**src/common/rtcs_defs.svh**
```systemverilog
// Offsets, field positions, reset values and timing counts of the RTC event and temp block
`ifndef RTCS_DEFS_SVH
`define RTCS_DEFS_SVH

// ==========================================================
// Timing
`define RTCS_CLK_NS 40
`define RTCS_SEC_NS 1000000000
`define RTCS_SEC_CYCLES (`RTCS_SEC_NS / `RTCS_CLK_NS)
`define RTCS_COMMIT_NS 6000000
`define RTCS_COMMIT_CYCLES (`RTCS_COMMIT_NS / `RTCS_CLK_NS)

// ==========================================================
// Register indices (byte address is four times the index)
`define RTCS_IDX_RES_HI 14'h2881
`define RTCS_IDX_RES_LO 14'h2882
`define RTCS_IDX_ALM_MIN 14'h289E
`define RTCS_IDX_ALM_HR 14'h289F
`define RTCS_IDX_CFG 14'h28A0
`define RTCS_IDX_START 14'h28B4
`define RTCS_IDX_TIME 14'h28C0

// ==========================================================
// Field positions
`define RTCS_CFG_BSEL 7
`define RTCS_CFG_PWR 6
`define RTCS_CFG_BUSY 3
`define RTCS_START_BIT 6

// ==========================================================
// Reset values and limits
`define RTCS_ALM_MIN_RST 6'h00
`define RTCS_ALM_HR_RST 5'h00
`define RTCS_PER_RST 3'h0
`define RTCS_SEC_LAST 6'h3B
`define RTCS_MIN_LAST 6'h3B
`define RTCS_HR_LAST 5'h17
`define RTCS_PER_MANUAL 3'h0
`define RTCS_PER_CONT 3'h7
`define RTCS_PER_BASE 4'h3

`endif

```
**src/common/rtcs_pkg.sv**
```systemverilog
// Types shared by the RTC event and temperature measurement block
package rtcs_pkg;
  typedef enum logic [1:0] {
    PM_MISSION = 2'h0,
    PM_BROWNOUT = 2'h1,
    PM_DISPLAY_ONLY = 2'h2,
    PM_SLEEP = 2'h3
  } rtcs_pwr_mode_type;

  typedef enum logic [1:0] {
    MS_IDLE = 2'h1,
    MS_RUN = 2'h2
  } rtcs_meas_state_type;
endpackage

```
**src/common/rtcs_meas_if.sv**
```systemverilog
// Handshake between the scheduler and the temperature measurement engine
`timescale 1ns/1ps
interface rtcs_meas_if;
  logic start;
  logic busy;
  logic done;
  logic [10:0] result;
  modport ctrl (output start, input busy, input done, input result);
  modport eng (input start, output busy, output done, output result);
endinterface

```
**src/verilog/rtcs_ctrl.sv**
```systemverilog
// RTC second, minute and alarm events with temperature measurement scheduling over APB
`timescale 1ns/1ps
`include "rtcs_defs.svh"
module rtcs_ctrl import rtcs_pkg::*; #(
  parameter int unsigned SEC_CYCLES = `RTCS_SEC_CYCLES,
  parameter int unsigned COMMIT_CYCLES = `RTCS_COMMIT_CYCLES
) (
  // Clock and reset
  input wire logic clk_in,
  input wire logic rst_n_in,
  // APB slave
  input wire logic psel_in,
  input wire logic penable_in,
  input wire logic pwrite_in,
  input wire logic [15:0] paddr_in,
  input wire logic [31:0] pwdata_in,
  output logic [31:0] prdata_out,
  output logic pready_out,
  output logic pslverr_out,
  // Power state
  input wire rtcs_pwr_mode_type power_mode_in,
  input wire logic wake_in,
  // Temperature sensor
  output logic sensor_enable_out,
  input wire logic sensor_ready_in,
  input wire logic [10:0] sensor_code_in,
  output logic sensor_supply_main_out,
  output logic battery_select_main_out,
  // Events
  output logic second_tick_event_out,
  output logic minute_tick_event_out,
  output logic alarm_event_out,
  output logic ext_int6_out
);
  rtcs_meas_if mi ();

  logic [24:0] presc_r;
  logic sec_tick;
  logic [5:0] sec_r;
  logic [5:0] min_r;
  logic [4:0] hr_r;
  logic [5:0] min_nxt;
  logic [4:0] hr_nxt;
  logic min_wrap;
  logic alarm_nxt;
  logic [5:0] alm_min_r;
  logic [4:0] alm_hr_r;
  logic sec_ev_r;
  logic min_ev_r;
  logic alm_ev_r;
  logic int6_r;
  logic [2:0] period_r;
  logic pwr_sel_r;
  logic bsel_r;
  logic busy_r;
  logic [17:0] commit_cnt_r;
  logic [7:0] pend_r;
  logic commit_done;
  logic start_r;
  logic auto_pend_r;
  logic [8:0] per_sec_r;
  logic [8:0] per_mask;
  logic auto_trig;
  logic mode_active;
  logic supply_r;
  logic [13:0] idx;
  logic acc;
  logic wr;
  logic hit;
  logic [31:0] rd_data;
  logic [31:0] prdata_r;

  // ==========================================================
  // Timekeeping
  assign sec_tick = (presc_r == 25'(SEC_CYCLES - 1));
  assign min_wrap = sec_tick && (sec_r == `RTCS_SEC_LAST);

  always_ff @(posedge clk_in or negedge rst_n_in) begin
    if (!rst_n_in) begin
      presc_r <= 25'h0000000;
    end else if (sec_tick) begin
      presc_r <= 25'h0000000;
    end else begin
      presc_r <= presc_r + 25'h0000001;
    end
  end

  always_comb begin
    min_nxt = min_r;
    hr_nxt = hr_r;
    if (min_wrap) begin
      min_nxt = (min_r == `RTCS_MIN_LAST) ? 6'h00 : min_r + 6'h01;
      if (min_r == `RTCS_MIN_LAST) begin
        hr_nxt = (hr_r == `RTCS_HR_LAST) ? 5'h00 : hr_r + 5'h01;
      end
    end
  end

  always_ff @(posedge clk_in or negedge rst_n_in) begin
    if (!rst_n_in) begin
      sec_r <= 6'h00;
      min_r <= 6'h00;
      hr_r <= 5'h00;
    end else if (sec_tick) begin
      sec_r <= (sec_r == `RTCS_SEC_LAST) ? 6'h00 : sec_r + 6'h01;
      min_r <= min_nxt;
      hr_r <= hr_nxt;
    end
  end

  // ==========================================================
  // Events
  // Alarm only fires when the time moves onto the target, not when software writes it
  assign alarm_nxt = min_wrap && (min_nxt == alm_min_r) && (hr_nxt == alm_hr_r);

  always_ff @(posedge clk_in or negedge rst_n_in) begin
    if (!rst_n_in) begin
      sec_ev_r <= 1'b0;
      min_ev_r <= 1'b0;
      alm_ev_r <= 1'b0;
      int6_r <= 1'b0;
    end else begin
      sec_ev_r <= sec_tick;
      min_ev_r <= min_wrap;
      alm_ev_r <= alarm_nxt;
      int6_r <= sec_tick | min_wrap | alarm_nxt;
    end
  end

  assign second_tick_event_out = sec_ev_r;
  assign minute_tick_event_out = min_ev_r;
  assign alarm_event_out = alm_ev_r;
  assign ext_int6_out = int6_r;

  // ==========================================================
  // APB decode
  assign idx = paddr_in[15:2];
  assign acc = psel_in && penable_in;
  assign wr = acc && pwrite_in;

  always_comb begin
    hit = 1'b1;
    rd_data = 32'h00000000;
    case (idx)
      `RTCS_IDX_RES_HI: rd_data[7:0] = mi.result[10:3];
      `RTCS_IDX_RES_LO: rd_data[7:5] = mi.result[2:0];
      `RTCS_IDX_ALM_MIN: rd_data[5:0] = alm_min_r;
      `RTCS_IDX_ALM_HR: rd_data[4:0] = alm_hr_r;
      `RTCS_IDX_CFG: begin
        rd_data[`RTCS_CFG_BSEL] = bsel_r;
        rd_data[`RTCS_CFG_PWR] = pwr_sel_r;
        rd_data[`RTCS_CFG_BUSY] = busy_r;
        rd_data[2:0] = period_r;
      end
      `RTCS_IDX_START: rd_data[`RTCS_START_BIT] = start_r;
      `RTCS_IDX_TIME: rd_data = {11'h000, hr_r, 2'h0, min_r, 2'h0, sec_r};
      default: hit = 1'b0;
    endcase
  end

  // Read data is captured in the setup phase so it comes from a flip-flop
  always_ff @(posedge clk_in or negedge rst_n_in) begin
    if (!rst_n_in) begin
      prdata_r <= 32'h00000000;
    end else if (psel_in && !penable_in) begin
      prdata_r <= rd_data;
    end
  end

  assign prdata_out = prdata_r;
  assign pready_out = 1'b1;
  assign pslverr_out = acc && !hit;

  // ==========================================================
  // Alarm targets
  always_ff @(posedge clk_in or negedge rst_n_in) begin
    if (!rst_n_in) begin
      alm_min_r <= `RTCS_ALM_MIN_RST;
      alm_hr_r <= `RTCS_ALM_HR_RST;
    end else if (wake_in) begin
      alm_min_r <= `RTCS_ALM_MIN_RST;
      alm_hr_r <= `RTCS_ALM_HR_RST;
    end else if (wr && idx == `RTCS_IDX_ALM_MIN) begin
      alm_min_r <= pwdata_in[5:0];
    end else if (wr && idx == `RTCS_IDX_ALM_HR) begin
      alm_hr_r <= pwdata_in[4:0];
    end
  end

  // ==========================================================
  // Configuration byte commit
  assign commit_done = busy_r && (commit_cnt_r == 18'(COMMIT_CYCLES - 1));

  always_ff @(posedge clk_in or negedge rst_n_in) begin
    if (!rst_n_in) begin
      busy_r <= 1'b0;
      commit_cnt_r <= 18'h00000;
      pend_r <= 8'h00;
    end else if (busy_r) begin
      // Writes landing here are dropped; software polls busy first
      commit_cnt_r <= commit_cnt_r + 18'h00001;
      busy_r <= !commit_done;
    end else if (wr && idx == `RTCS_IDX_CFG) begin
      busy_r <= 1'b1;
      commit_cnt_r <= 18'h00000;
      pend_r <= pwdata_in[7:0];
    end
  end

  always_ff @(posedge clk_in or negedge rst_n_in) begin
    if (!rst_n_in) begin
      period_r <= `RTCS_PER_RST;
      pwr_sel_r <= 1'b0;
      bsel_r <= 1'b0;
    end else if (commit_done) begin
      period_r <= pend_r[2:0];
      pwr_sel_r <= pend_r[`RTCS_CFG_PWR];
      bsel_r <= pend_r[`RTCS_CFG_BSEL];
    end
  end

  // ==========================================================
  // Sensor supply and battery selection
  assign mode_active = (power_mode_in == PM_MISSION) || (power_mode_in == PM_BROWNOUT);

  always_ff @(posedge clk_in or negedge rst_n_in) begin
    if (!rst_n_in) begin
      supply_r <= 1'b0;
    end else begin
      supply_r <= pwr_sel_r && mode_active;
    end
  end

  assign sensor_supply_main_out = supply_r;
  assign battery_select_main_out = bsel_r;

  // ==========================================================
  // Measurement scheduling
  assign per_mask = ~(9'h1FF << (`RTCS_PER_BASE + {1'b0, period_r}));
  assign auto_trig = (period_r == `RTCS_PER_CONT) ||
    ((period_r != `RTCS_PER_MANUAL) && sec_tick && ((per_sec_r & per_mask) == per_mask));

  // Interval phase restarts on every committed period change
  always_ff @(posedge clk_in or negedge rst_n_in) begin
    if (!rst_n_in) begin
      per_sec_r <= 9'h000;
    end else if (commit_done) begin
      per_sec_r <= 9'h000;
    end else if (sec_tick) begin
      per_sec_r <= per_sec_r + 9'h001;
    end
  end

  // Power mode plays no part here, so periodic runs go on in every mode
  always_ff @(posedge clk_in or negedge rst_n_in) begin
    if (!rst_n_in) begin
      auto_pend_r <= 1'b0;
    end else if (auto_trig) begin
      auto_pend_r <= 1'b1;
    end else if (mi.start && !mi.busy) begin
      auto_pend_r <= 1'b0;
    end
  end

  // Start stays high until its run completes; a new start in that cycle wins
  always_ff @(posedge clk_in or negedge rst_n_in) begin
    if (!rst_n_in) begin
      start_r <= 1'b0;
    end else if (wr && idx == `RTCS_IDX_START && pwdata_in[`RTCS_START_BIT] &&
                 period_r == `RTCS_PER_MANUAL && mode_active) begin
      start_r <= 1'b1;
    end else if (mi.done) begin
      start_r <= 1'b0;
    end
  end

  assign mi.start = start_r || auto_pend_r;

  // Dedicated engine, independent of the main converter
  rtcs_temp_meas u_meas (
    .clk_in(clk_in),
    .rst_n_in(rst_n_in),
    .mi(mi),
    .sensor_enable_out(sensor_enable_out),
    .sensor_ready_in(sensor_ready_in),
    .sensor_code_in(sensor_code_in)
  );
endmodule

```
**src/verilog/rtcs_temp_meas.sv**
```systemverilog
// Temperature measurement engine driving the sensor wake and capturing its code
`timescale 1ns/1ps
module rtcs_temp_meas import rtcs_pkg::*; (
  // Clock and reset
  input wire logic clk_in,
  input wire logic rst_n_in,
  // Scheduler side
  rtcs_meas_if.eng mi,
  // Sensor
  output logic sensor_enable_out,
  input wire logic sensor_ready_in,
  input wire logic [10:0] sensor_code_in
);
  rtcs_meas_state_type state_r;
  logic [10:0] result_r;

  // ==========================================================
  // Sequencer
  // A starved battery just keeps the run open; a supply switch by software lets it finish
  always_ff @(posedge clk_in or negedge rst_n_in) begin
    if (!rst_n_in) begin
      state_r <= MS_IDLE;
    end else begin
      case (state_r)
        MS_IDLE: begin
          if (mi.start) begin
            state_r <= MS_RUN;
          end
        end
        MS_RUN: begin
          if (sensor_ready_in) begin
            state_r <= MS_IDLE;
          end
        end
        default: state_r <= MS_IDLE;
      endcase
    end
  end

  // One register holds all eleven bits, so both bytes always change together
  always_ff @(posedge clk_in or negedge rst_n_in) begin
    if (!rst_n_in) begin
      result_r <= 11'h000;
    end else if (state_r == MS_RUN && sensor_ready_in) begin
      result_r <= sensor_code_in;
    end
  end

  assign sensor_enable_out = (state_r == MS_RUN);
  assign mi.busy = (state_r == MS_RUN);
  assign mi.done = (state_r == MS_RUN) && sensor_ready_in;
  assign mi.result = result_r;
endmodule

```
**config.mk**
```make
export PLATFORM = sky130hd
export DESIGN_NAME = rtcs_ctrl
export DESIGN_NICKNAME = d
export VERILOG_FILES = /design/src/common/rtcs_pkg.sv /design/src/common/rtcs_meas_if.sv /design/src/verilog/rtcs_ctrl.sv /design/src/verilog/rtcs_temp_meas.sv
export VERILOG_INCLUDE_DIRS = /design/src /design/src/common
export SDC_FILE = /design/constraint.sdc
export NUM_CORES = 1
export LEC_CHECK = 0
export BUFFER_PORTS_ARGS = -buffer_cell sky130_fd_sc_hd__buf_2
export CAP_MARGIN = 0
export CORE_MARGIN = 3
export CORE_UTILIZATION = 25
export CTS_CLUSTER_DIAMETER = 80
export DETAILED_ROUTE_END_ITERATION = 8
export PLACE_DENSITY = 0.47
export SYNTH_ARGS = -nofsm -noshare
export SYNTH_HDL_FRONTEND = slang
export SYNTH_SLANG_ARGS = --single-unit
```
**constraint.sdc**
```tcl
create_clock -name clk_in -period 5 [get_ports clk_in]
set_input_delay 1 -clock clk_in [delete_from_list [all_inputs] [get_ports clk_in]]
set_output_delay 1 -clock clk_in [all_outputs]
set_load 0.05 [all_outputs]
```
==> Flow_metrics.wiki, run 1 <==
{| class="wikitable"
! Metric !! Value
|-
| Result of the run || finished clean
|-
| DRC violations left || 0
|-
| Peak ir drop on the vdd network || 0.150 mV
|-
| Critical setup path kind || primary input to output port
|-
| Aggregate global routing overflow || 0
|-
| Non-filler cells, final || 1,061
|-
| Most common flop cell mapped by yosys || sky130_fd_sc_hd__dfrtp_1
|-
| CTS Buffer Depth || 2
|-
| Data arrival, critical path || 2.94 ns
|-
| Endpoint of the most critical setup path || pslverr_out
|-
| Worst slack on hold paths || 0.459 ns
|-
| Clock tree from TritonCTS || yes
|-
| Clock transition at the registers of the reported paths || 0.06 ns
|-
| Slew Limit Fails || 0
|-
| Post-synthesis instance area || 6560 sq um
|-
| Die outline area || 28,200 sq um
|-
| Core Footprint || 25,500 sq um
|-
| Worst hold-check path type || flop to flop
|-
| Area added between synthesis and finish || 19.8%
|-
| RSZ-0062 raised after global routing || false
|-
| R2R Path Start || presc_r[0]$_DFF_PN0_
|-
| Total negative slack for setup checks || 0 ns
|-
| Placed insts || 1,029
|-
| Gate count of the mapped netlist || 653
|-
| Kind of end point of the critical path || output port
|-
| Worst slew slack as a fraction of its limit || 37.4%
|-
| Final period util || 78.7%
|-
| Ys Warns || 0
|-
| Skew-Pair Late Insertion Delay || 0.42 ns
|-
| Netlist cell types || 72
|-
| Net total in the final layout || 796
|-
| Setup slack after placement || 1.11 ns
|-
| Count of standard-cell rows || 58
|-
| Routed WL per cell || 14.9 um
|-
| Count of maximum capacitance violations || 0
|-
| Number of post-CTS setup repair buffers || 0
|-
| Initial standard-cell utilization of the core || 25.8%
|-
| Hold Startpoint || prdata_out[20]$_DFFE_PN0P_
|-
| Number of enable-type register cells in the synthesized netlist || 0
|-
| Slew of the pin with the lowest slew margin || 0.939 ns
|-
| Final setup vio count || 0
|-
| Buffers added on ports || 67
|-
| Number of register bits inferred by synthesis || 130
|-
| Wire length of the first global-routing pass || 25,800 um
|-
| Min Clock Period, post-route || 3.94 ns
|-
| Fraction of final layout cells sized beyond drive strength 1 || 21.5%
|-
| Number of instances resized during post-cts repair || 0
|-
| Worst endpoint required time || 4.00 ns
|-
| First-pass iteration count of the detailed router || 5
|-
| Mapped Avg Cell Area || 10.0 sq um
|-
| Setup slack after layout || 1.06 ns
|-
| Post-detailed-route via-to-cell ratio || 4.69
|-
| Diodes inserted || 0
|-
| Start point of the critical path || paddr_in[14]
|-
| Number of antenna violations at the first check in global routing || 0
|-
| Setup slack on the worst flop-to-flop path || 2.09 ns
|-
| Startpoint class of the critical path || primary input
|-
| Leakage power of the design || 3.78 nW
|-
| Depth of the worst register-to-register path || 12
|-
| Routed Wire Length || 15,800 um
|-
| Die height || 168 um
|-
| Vias post-DR || 4,971
|-
| TritonCTS sink count || 130
|-
| Clock H-tree levels || 4
|-
| Internal power || 1.99 mW
|-
| Net switching fraction of the power || 22.4%
|-
| Capture instance of the worst register-to-register path || alarm_event_out$_DFF_PN0_
|-
| Share of the yosys chip area belonging to registers || 49.6%
|-
| I/O pin count || 109
|-
| Initial DRC Count || 285
|-
| Combinational Power Share || 4.8%
|-
| Post-route clock skew || 0.0104 ns
|-
| Overall Global Routing Usage || 11.4%
|-
| Maximum fanout encountered on the critical timing path || 9
|-
| Clock Tree Root || sky130_fd_sc_hd__clkbuf_16
|-
| Share of synthesized flip-flops with an asynchronous set or reset || 100%
|-
| Reg area || 3250 sq um
|-
| Via count of the first global-routing pass || 4,666
|-
| Detail Route Antenna Nets || 0
|-
| Area contributors post-synth || sky130_fd_sc_hd__dfrtp_1 49%, sky130_fd_sc_hd__nand2_1 4.9%, sky130_fd_sc_hd__mux2_2 4.5%
|-
| Part of the power in the clock network || 53.4%
|-
| Final number of hold-violating endpoints || 0
|-
| Post-synthesis cell type with the largest combined area || sky130_fd_sc_hd__dfrtp_1
|-
| Post-synth top area share || 49.2%
|-
| Fmax || 254 MHz
|-
| Placer congestion estimate || 0.775
|-
| Hold bufs inserted after CTS || 0
|-
| Power density over cell area || 326 nW/um^2
|-
| Number of CTS-inserted buffers || 17
|-
| Sequential power share || 41.8%
|-
| Area used by multi-input combinational logic || 3080 sq um
|-
| DP HPWL || 11,200 um
|-
| Die outline width || 168 um
|-
| Switching component of the power || 576 uW
|-
| Post-layout total power || 2.57 mW
|-
| Number of fill cells || 2,637
|-
| Pin count of the biggest net entering global routing || 101
|}
-- power groups by stage --
stage          clock (mW)  combinational, mW  sequential (mW)
4_1_cts              1.41              0.126             1.07
3_3_place_gp            0              0.125             1.09
6_report             1.37              0.123             1.07
3_5_place_dp            0              0.126             1.09
5_1_grt              1.46              0.134             1.07
2_1_floorplan           0             0.0563             1.11
-- placed cells by master, fill, tap and decap left out, types with 8 or more instances in the layout --
cell and n:
sky130_fd_sc_hd__dfrtp_1 129, sky130_fd_sc_hd__nand2_1 86, sky130_fd_sc_hd__buf_2 66, sky130_fd_sc_hd__nor2_1 57, sky130_fd_sc_hd__nand3_1 45, sky130_fd_sc_hd__o21ai_0 32
sky130_fd_sc_hd__mux2_2 26, sky130_fd_sc_hd__xor2_1 22, sky130_fd_sc_hd__clkbuf_16 17, sky130_fd_sc_hd__xnor2_1 15, sky130_fd_sc_hd__mux2i_1 15, sky130_fd_sc_hd__inv_1 14
sky130_fd_sc_hd__and3_1 14, sky130_fd_sc_hd__nand4_1 14, sky130_fd_sc_hd__conb_1 14, sky130_fd_sc_hd__a21oi_1 12, sky130_fd_sc_hd__ha_1 10, sky130_fd_sc_hd__nor3_1 9
sky130_fd_sc_hd__buf_4 8
-- worst min path at each step --
stage,end,depth (start not counted),slack (ns)
finish,prdata_out[20]$_DFFE_PN0P_,2,0.46
global route,prdata_out[20]$_DFFE_PN0P_,2,0.48
CTS,prdata_out[20]$_DFFE_PN0P_,2,0.47
detailed placement,prdata_out[8]$_DFFE_PN0P_,2,0.45
global placement,prdata_out[12]$_DFFE_PN0P_,2,0.45
floorplan,presc_r[4]$_DFF_PN0_,1,0.44
-- cells in the mapped netlist (all sizes together), types with 11 or more instances --
cell type    n
nand4       16
mux2        27
clkbuf      17
nand2       88
xnor2       15
xor2        22
nand3       46
nor3        11
mux2i       15
buf         24
o21ai       32
a21oi       13
and3        14
inv         14
dfrtp      129
nor2        57
-- state kept, by name (all words and copies together), names as in the netlist, 2 cells and up --
| name | flops |
|---|---|
| min_r | 6 |
| u_meas.state_r | 2 |
| commit_cnt_r | 18 |
| presc_r | 25 |
| prdata_out | 19 |
| pend_r | 5 |
| sec_r | 6 |
| alm_min_r | 6 |
| period_r | 3 |
| alm_hr_r | 5 |
| u_meas.mi.result | 11 |
| hr_r | 5 |
| per_sec_r | 9 |
-- worst max-delay path, stage by stage --
cell and delay [ns]:
sky130_fd_sc_hd__buf_2 0.07, sky130_fd_sc_hd__nand4bb_1 0.21, sky130_fd_sc_hd__nor4_2 0.10, sky130_fd_sc_hd__nand4_1 0.14
sky130_fd_sc_hd__nor3_2 0.05, sky130_fd_sc_hd__buf_4 0.16, sky130_fd_sc_hd__or4_1 0.52, sky130_fd_sc_hd__nor4_1 0.33
sky130_fd_sc_hd__buf_2 0.33
-- logic make-up after synthesis --
kind of cell,after synthesis,synth area share [%]
XOR/XNOR,37,4.94
multiplexers,42,6.98
adder cells (fa/ha/maj),10,1.91
flip-flops,130,49.6
buffers and inverters,57,4.40
AND/OR/NAND/NOR,281,22.3
other,2,0.114
AO/OA/AOI/OAI,94,9.72
-- routing by layer --
layer / track usage, % / vias up / wire length (um)
met5: 0 / - / 0
met4: 3.84 / 0 / 206
met3: 2.37 / 16 / 610
met2: 17.2 / 117 / 7290
met1: 16.2 / 2395 / 7700
li1: - / 2443 / -
-- layout make-up --
class | count | share of cell area, %
Clock buffer | 18 | 5.59
Multi-Input combinational cell | 478 | 39.1
Clock inverter | 14 | 2.67
Sequential cell | 130 | 41.4
Tap cell | 330 | 5.25
Inverter | 16 | 0.843
Timing Repair Buffer | 75 | 5.11
-- stage by stage --
stage | area (sq um) | util, %
2_1_floorplan | 6610 | -
3_3_place_gp | 7210 | 28.3
3_5_place_dp | 7210 | 28.3
4_1_cts | 7860 | 30.9
5_1_grt | 7860 | 30.9
6_report | 7860 | 30.9
No activity file was read; power rests on OpenSTA's default activity.
==> inputs of run 2 (changes only) <==
==> constraint.sdc (replaced) <==
create_clock -name clk_in -period 3.87 [get_ports clk_in]
set_input_delay 0.774 -clock clk_in [delete_from_list [all_inputs] [get_ports clk_in]]
set_output_delay 0.774 -clock clk_in [all_outputs]
set_load 0.05 [all_outputs]
==> Flow_metrics.wiki, run 2 (synthesis gave the netlist of run 1 again) <==
{| class="wikitable"
! Metric !! Value
|-
| CTS Buffer Depth || 2
|-
| Area added between synthesis and finish || 19.5%
|-
| Power density over cell area || 404 nW/um^2
|-
| RSZ-0062 raised after global routing || false
|-
| Total negative slack for setup checks || 0 ns
|-
| Min Clock Period, post-route || 3.22 ns
|-
| Number of fill cells || 2,664
|-
| Buffers added on ports || 67
|-
| Aggregate global routing overflow || 0
|-
| Final period util || 83.2%
|-
| Routed Wire Length || 15,700 um
|-
| Core Footprint || 25,500 sq um
|-
| Wire length of the first global-routing pass || 26,400 um
|-
| First-pass iteration count of the detailed router || 5
|-
| Post-detailed-route via-to-cell ratio || 4.68
|-
| Overall Global Routing Usage || 11.5%
|-
| Slew Limit Fails || 0
|-
| Die height || 168 um
|-
| Pin count of the biggest net entering global routing || 74
|-
| Worst endpoint required time || 3.10 ns
|-
| Non-filler cells, final || 1,064
|-
| Leading cell type in the layout, fill and taps excluded || sky130_fd_sc_hd__dfrtp_1
|-
| Number of CTS-inserted buffers || 17
|-
| Top register by number of flip-flops || presc_r
|-
| Number of antenna violations at the first check in global routing || 0
|-
| Fmax || 311 MHz
|-
| Die outline area || 28,200 sq um
|-
| Initial DRC Count || 234
|-
| Clock Tree Root || sky130_fd_sc_hd__clkbuf_16
|-
| Final number of hold-violating endpoints || 0
|-
| Clock transition at the registers of the reported paths || 0.06 ns
|-
| Data arrival, critical path || 2.44 ns
|-
| Placed insts || 1,032
|-
| Final instance area || 7840 sq um
|-
| Skew-Pair Late Insertion Delay || 0.42 ns
|-
| DRC violations left || 0
|-
| Slew of the pin with the lowest slew margin || 0.818 ns
|-
| Final setup vio count || 0
|-
| Peak ir drop on the vdd network || 0.330 mV
|-
| Fraction of final layout cells sized beyond drive strength 1 || 21.5%
|-
| Worst slew slack as a fraction of its limit || 45.1%
|-
| TritonCTS sink count || 130
|-
| Net total in the final layout || 799
|-
| Kind of end point of the critical path || output port
|-
| Vias post-DR || 4,981
|-
| I/O pin count || 109
|-
| Placer congestion estimate || 0.755
|-
| Final core utilization || 30.8%
|-
| Startpoint class of the critical path || primary input
|-
| Commonest non-fill, non-tap cells in the layout || 129 x sky130_fd_sc_hd__dfrtp_1, 86 x sky130_fd_sc_hd__nand2_1, 66 x sky130_fd_sc_hd__buf_2, 57 x sky130_fd_sc_hd__nor2_1, 45 x sky130_fd_sc_hd__nand3_1
|-
| Clock H-tree levels || 4
|-
| Count of standard-cell rows || 58
|-
| Number of instances resized during post-cts repair || 0
|-
| Detail Route Antenna Nets || 0
|-
| Placement Cell Area || 7250 sq um
|-
| Post-route clock skew || 0.0113 ns
|-
| Result of the run || finished clean
|-
| Critical setup path kind || primary input to output port
|-
| Initial standard-cell utilization of the core || 25.8%
|-
| Clock tree from TritonCTS || yes
|-
| Count of maximum capacitance violations || 0
|-
| Via count of the first global-routing pass || 4,897
|-
| Hold bufs inserted after CTS || 0
|-
| Die outline width || 168 um
|-
| DP HPWL || 11,300 um
|-
| Max reg flops || 25
|-
| Leakage power of the design || 3.75 nW
|-
| Diodes inserted || 0
|-
| Number of post-CTS setup repair buffers || 0
|-
| Routed WL per cell || 14.7 um
|-
| Worst hold-check path type || primary input to asynchronous set/reset pin
|-
| Maximum fanout encountered on the critical timing path || 3
|}
-- run 2: through the flow --
| step | power, mW | hold WS, ns | setup WS, ns |
|---|---|---|---|
| 3_5_place_dp | 1.57 | 0.450 | 0.649 |
| 6_report | 3.17 | 0.370 | 0.652 |
| 5_1_grt | 3.29 | 0.437 | 0.536 |
| 2_1_floorplan | 1.51 | 0.439 | 0.262 |
| 3_3_place_gp | 1.57 | 0.444 | 0.659 |
| 4_1_cts | 3.22 | 0.406 | 0.633 |
-- run 2: per-layer routing --
metal / share of wire, % / track usage [%] / vias up
met5: 0 / 0 / -
met4: 1.2 / 3.31 / 0
met3: 4.0 / 2.18 / 14
met2: 45 / 17.5 / 119
met1: 50 / 16.7 / 2407
li1: - / - / 2441
-- run 2: final cells by class --
class | count | area (sq um) | share of cell area [%]
tap | 330 | 413 | 5.26
multi-input combinational | 478 | 3080 | 39.2
timing repair buffer | 78 | 437 | 5.57
clock inverter | 12 | 160 | 2.04
inverter | 16 | 66.3 | 0.846
sequential | 130 | 3250 | 41.5
clock buffer | 20 | 437 | 5.57
-- run 2: report_power, final --
| part | leakage [nW] | internal (mW) | switching [mW] | total [mW] |
|---|---|---|---|---|
| registers | 1.71 | 1.38 | 0.00920 | 1.38 |
| logic | 1.77 | 0.0384 | 0.121 | 0.160 |
| clock network | 0.276 | 1.01 | 0.611 | 1.63 |
-- run 2: worst max-delay path, stage by stage --
cell,delay (ns)
sky130_fd_sc_hd__buf_2,0.07
sky130_fd_sc_hd__nand4bb_1,0.18
sky130_fd_sc_hd__nor4_2,0.09
sky130_fd_sc_hd__and4b_1,0.21
sky130_fd_sc_hd__or4_1,0.52
sky130_fd_sc_hd__nor4_2,0.28
sky130_fd_sc_hd__buf_2,0.32
-- run 2: path summary, 6_finish.rpt --
| check | slack, ns | cells past startpoint | to | from |
|---|---|---|---|---|
| min in group clk_in | 0.46 | 2 | prdata_out[20]$_DFFE_PN0P_ | prdata_out[20]$_DFFE_PN0P_ |
| hold reg to reg | 0.46 | 2 | prdata_out[20]$_DFFE_PN0P_ | prdata_out[20]$_DFFE_PN0P_ |
| hold / removal | 0.37 | 1 | u_meas.mi.result[9]$_DFFE_PN0P_ | rst_n_in |
| max in group asynchronous | 2.75 | 2 | ext_int6_out$_DFF_PN0_ | rst_n_in |
| setup reg to reg | 1.00 | 8 | alarm_event_out$_DFF_PN0_ | min_r[0]$_DFFE_PN0N_ |
| setup / recovery | 0.65 | 7 | pslverr_out | paddr_in[14] |
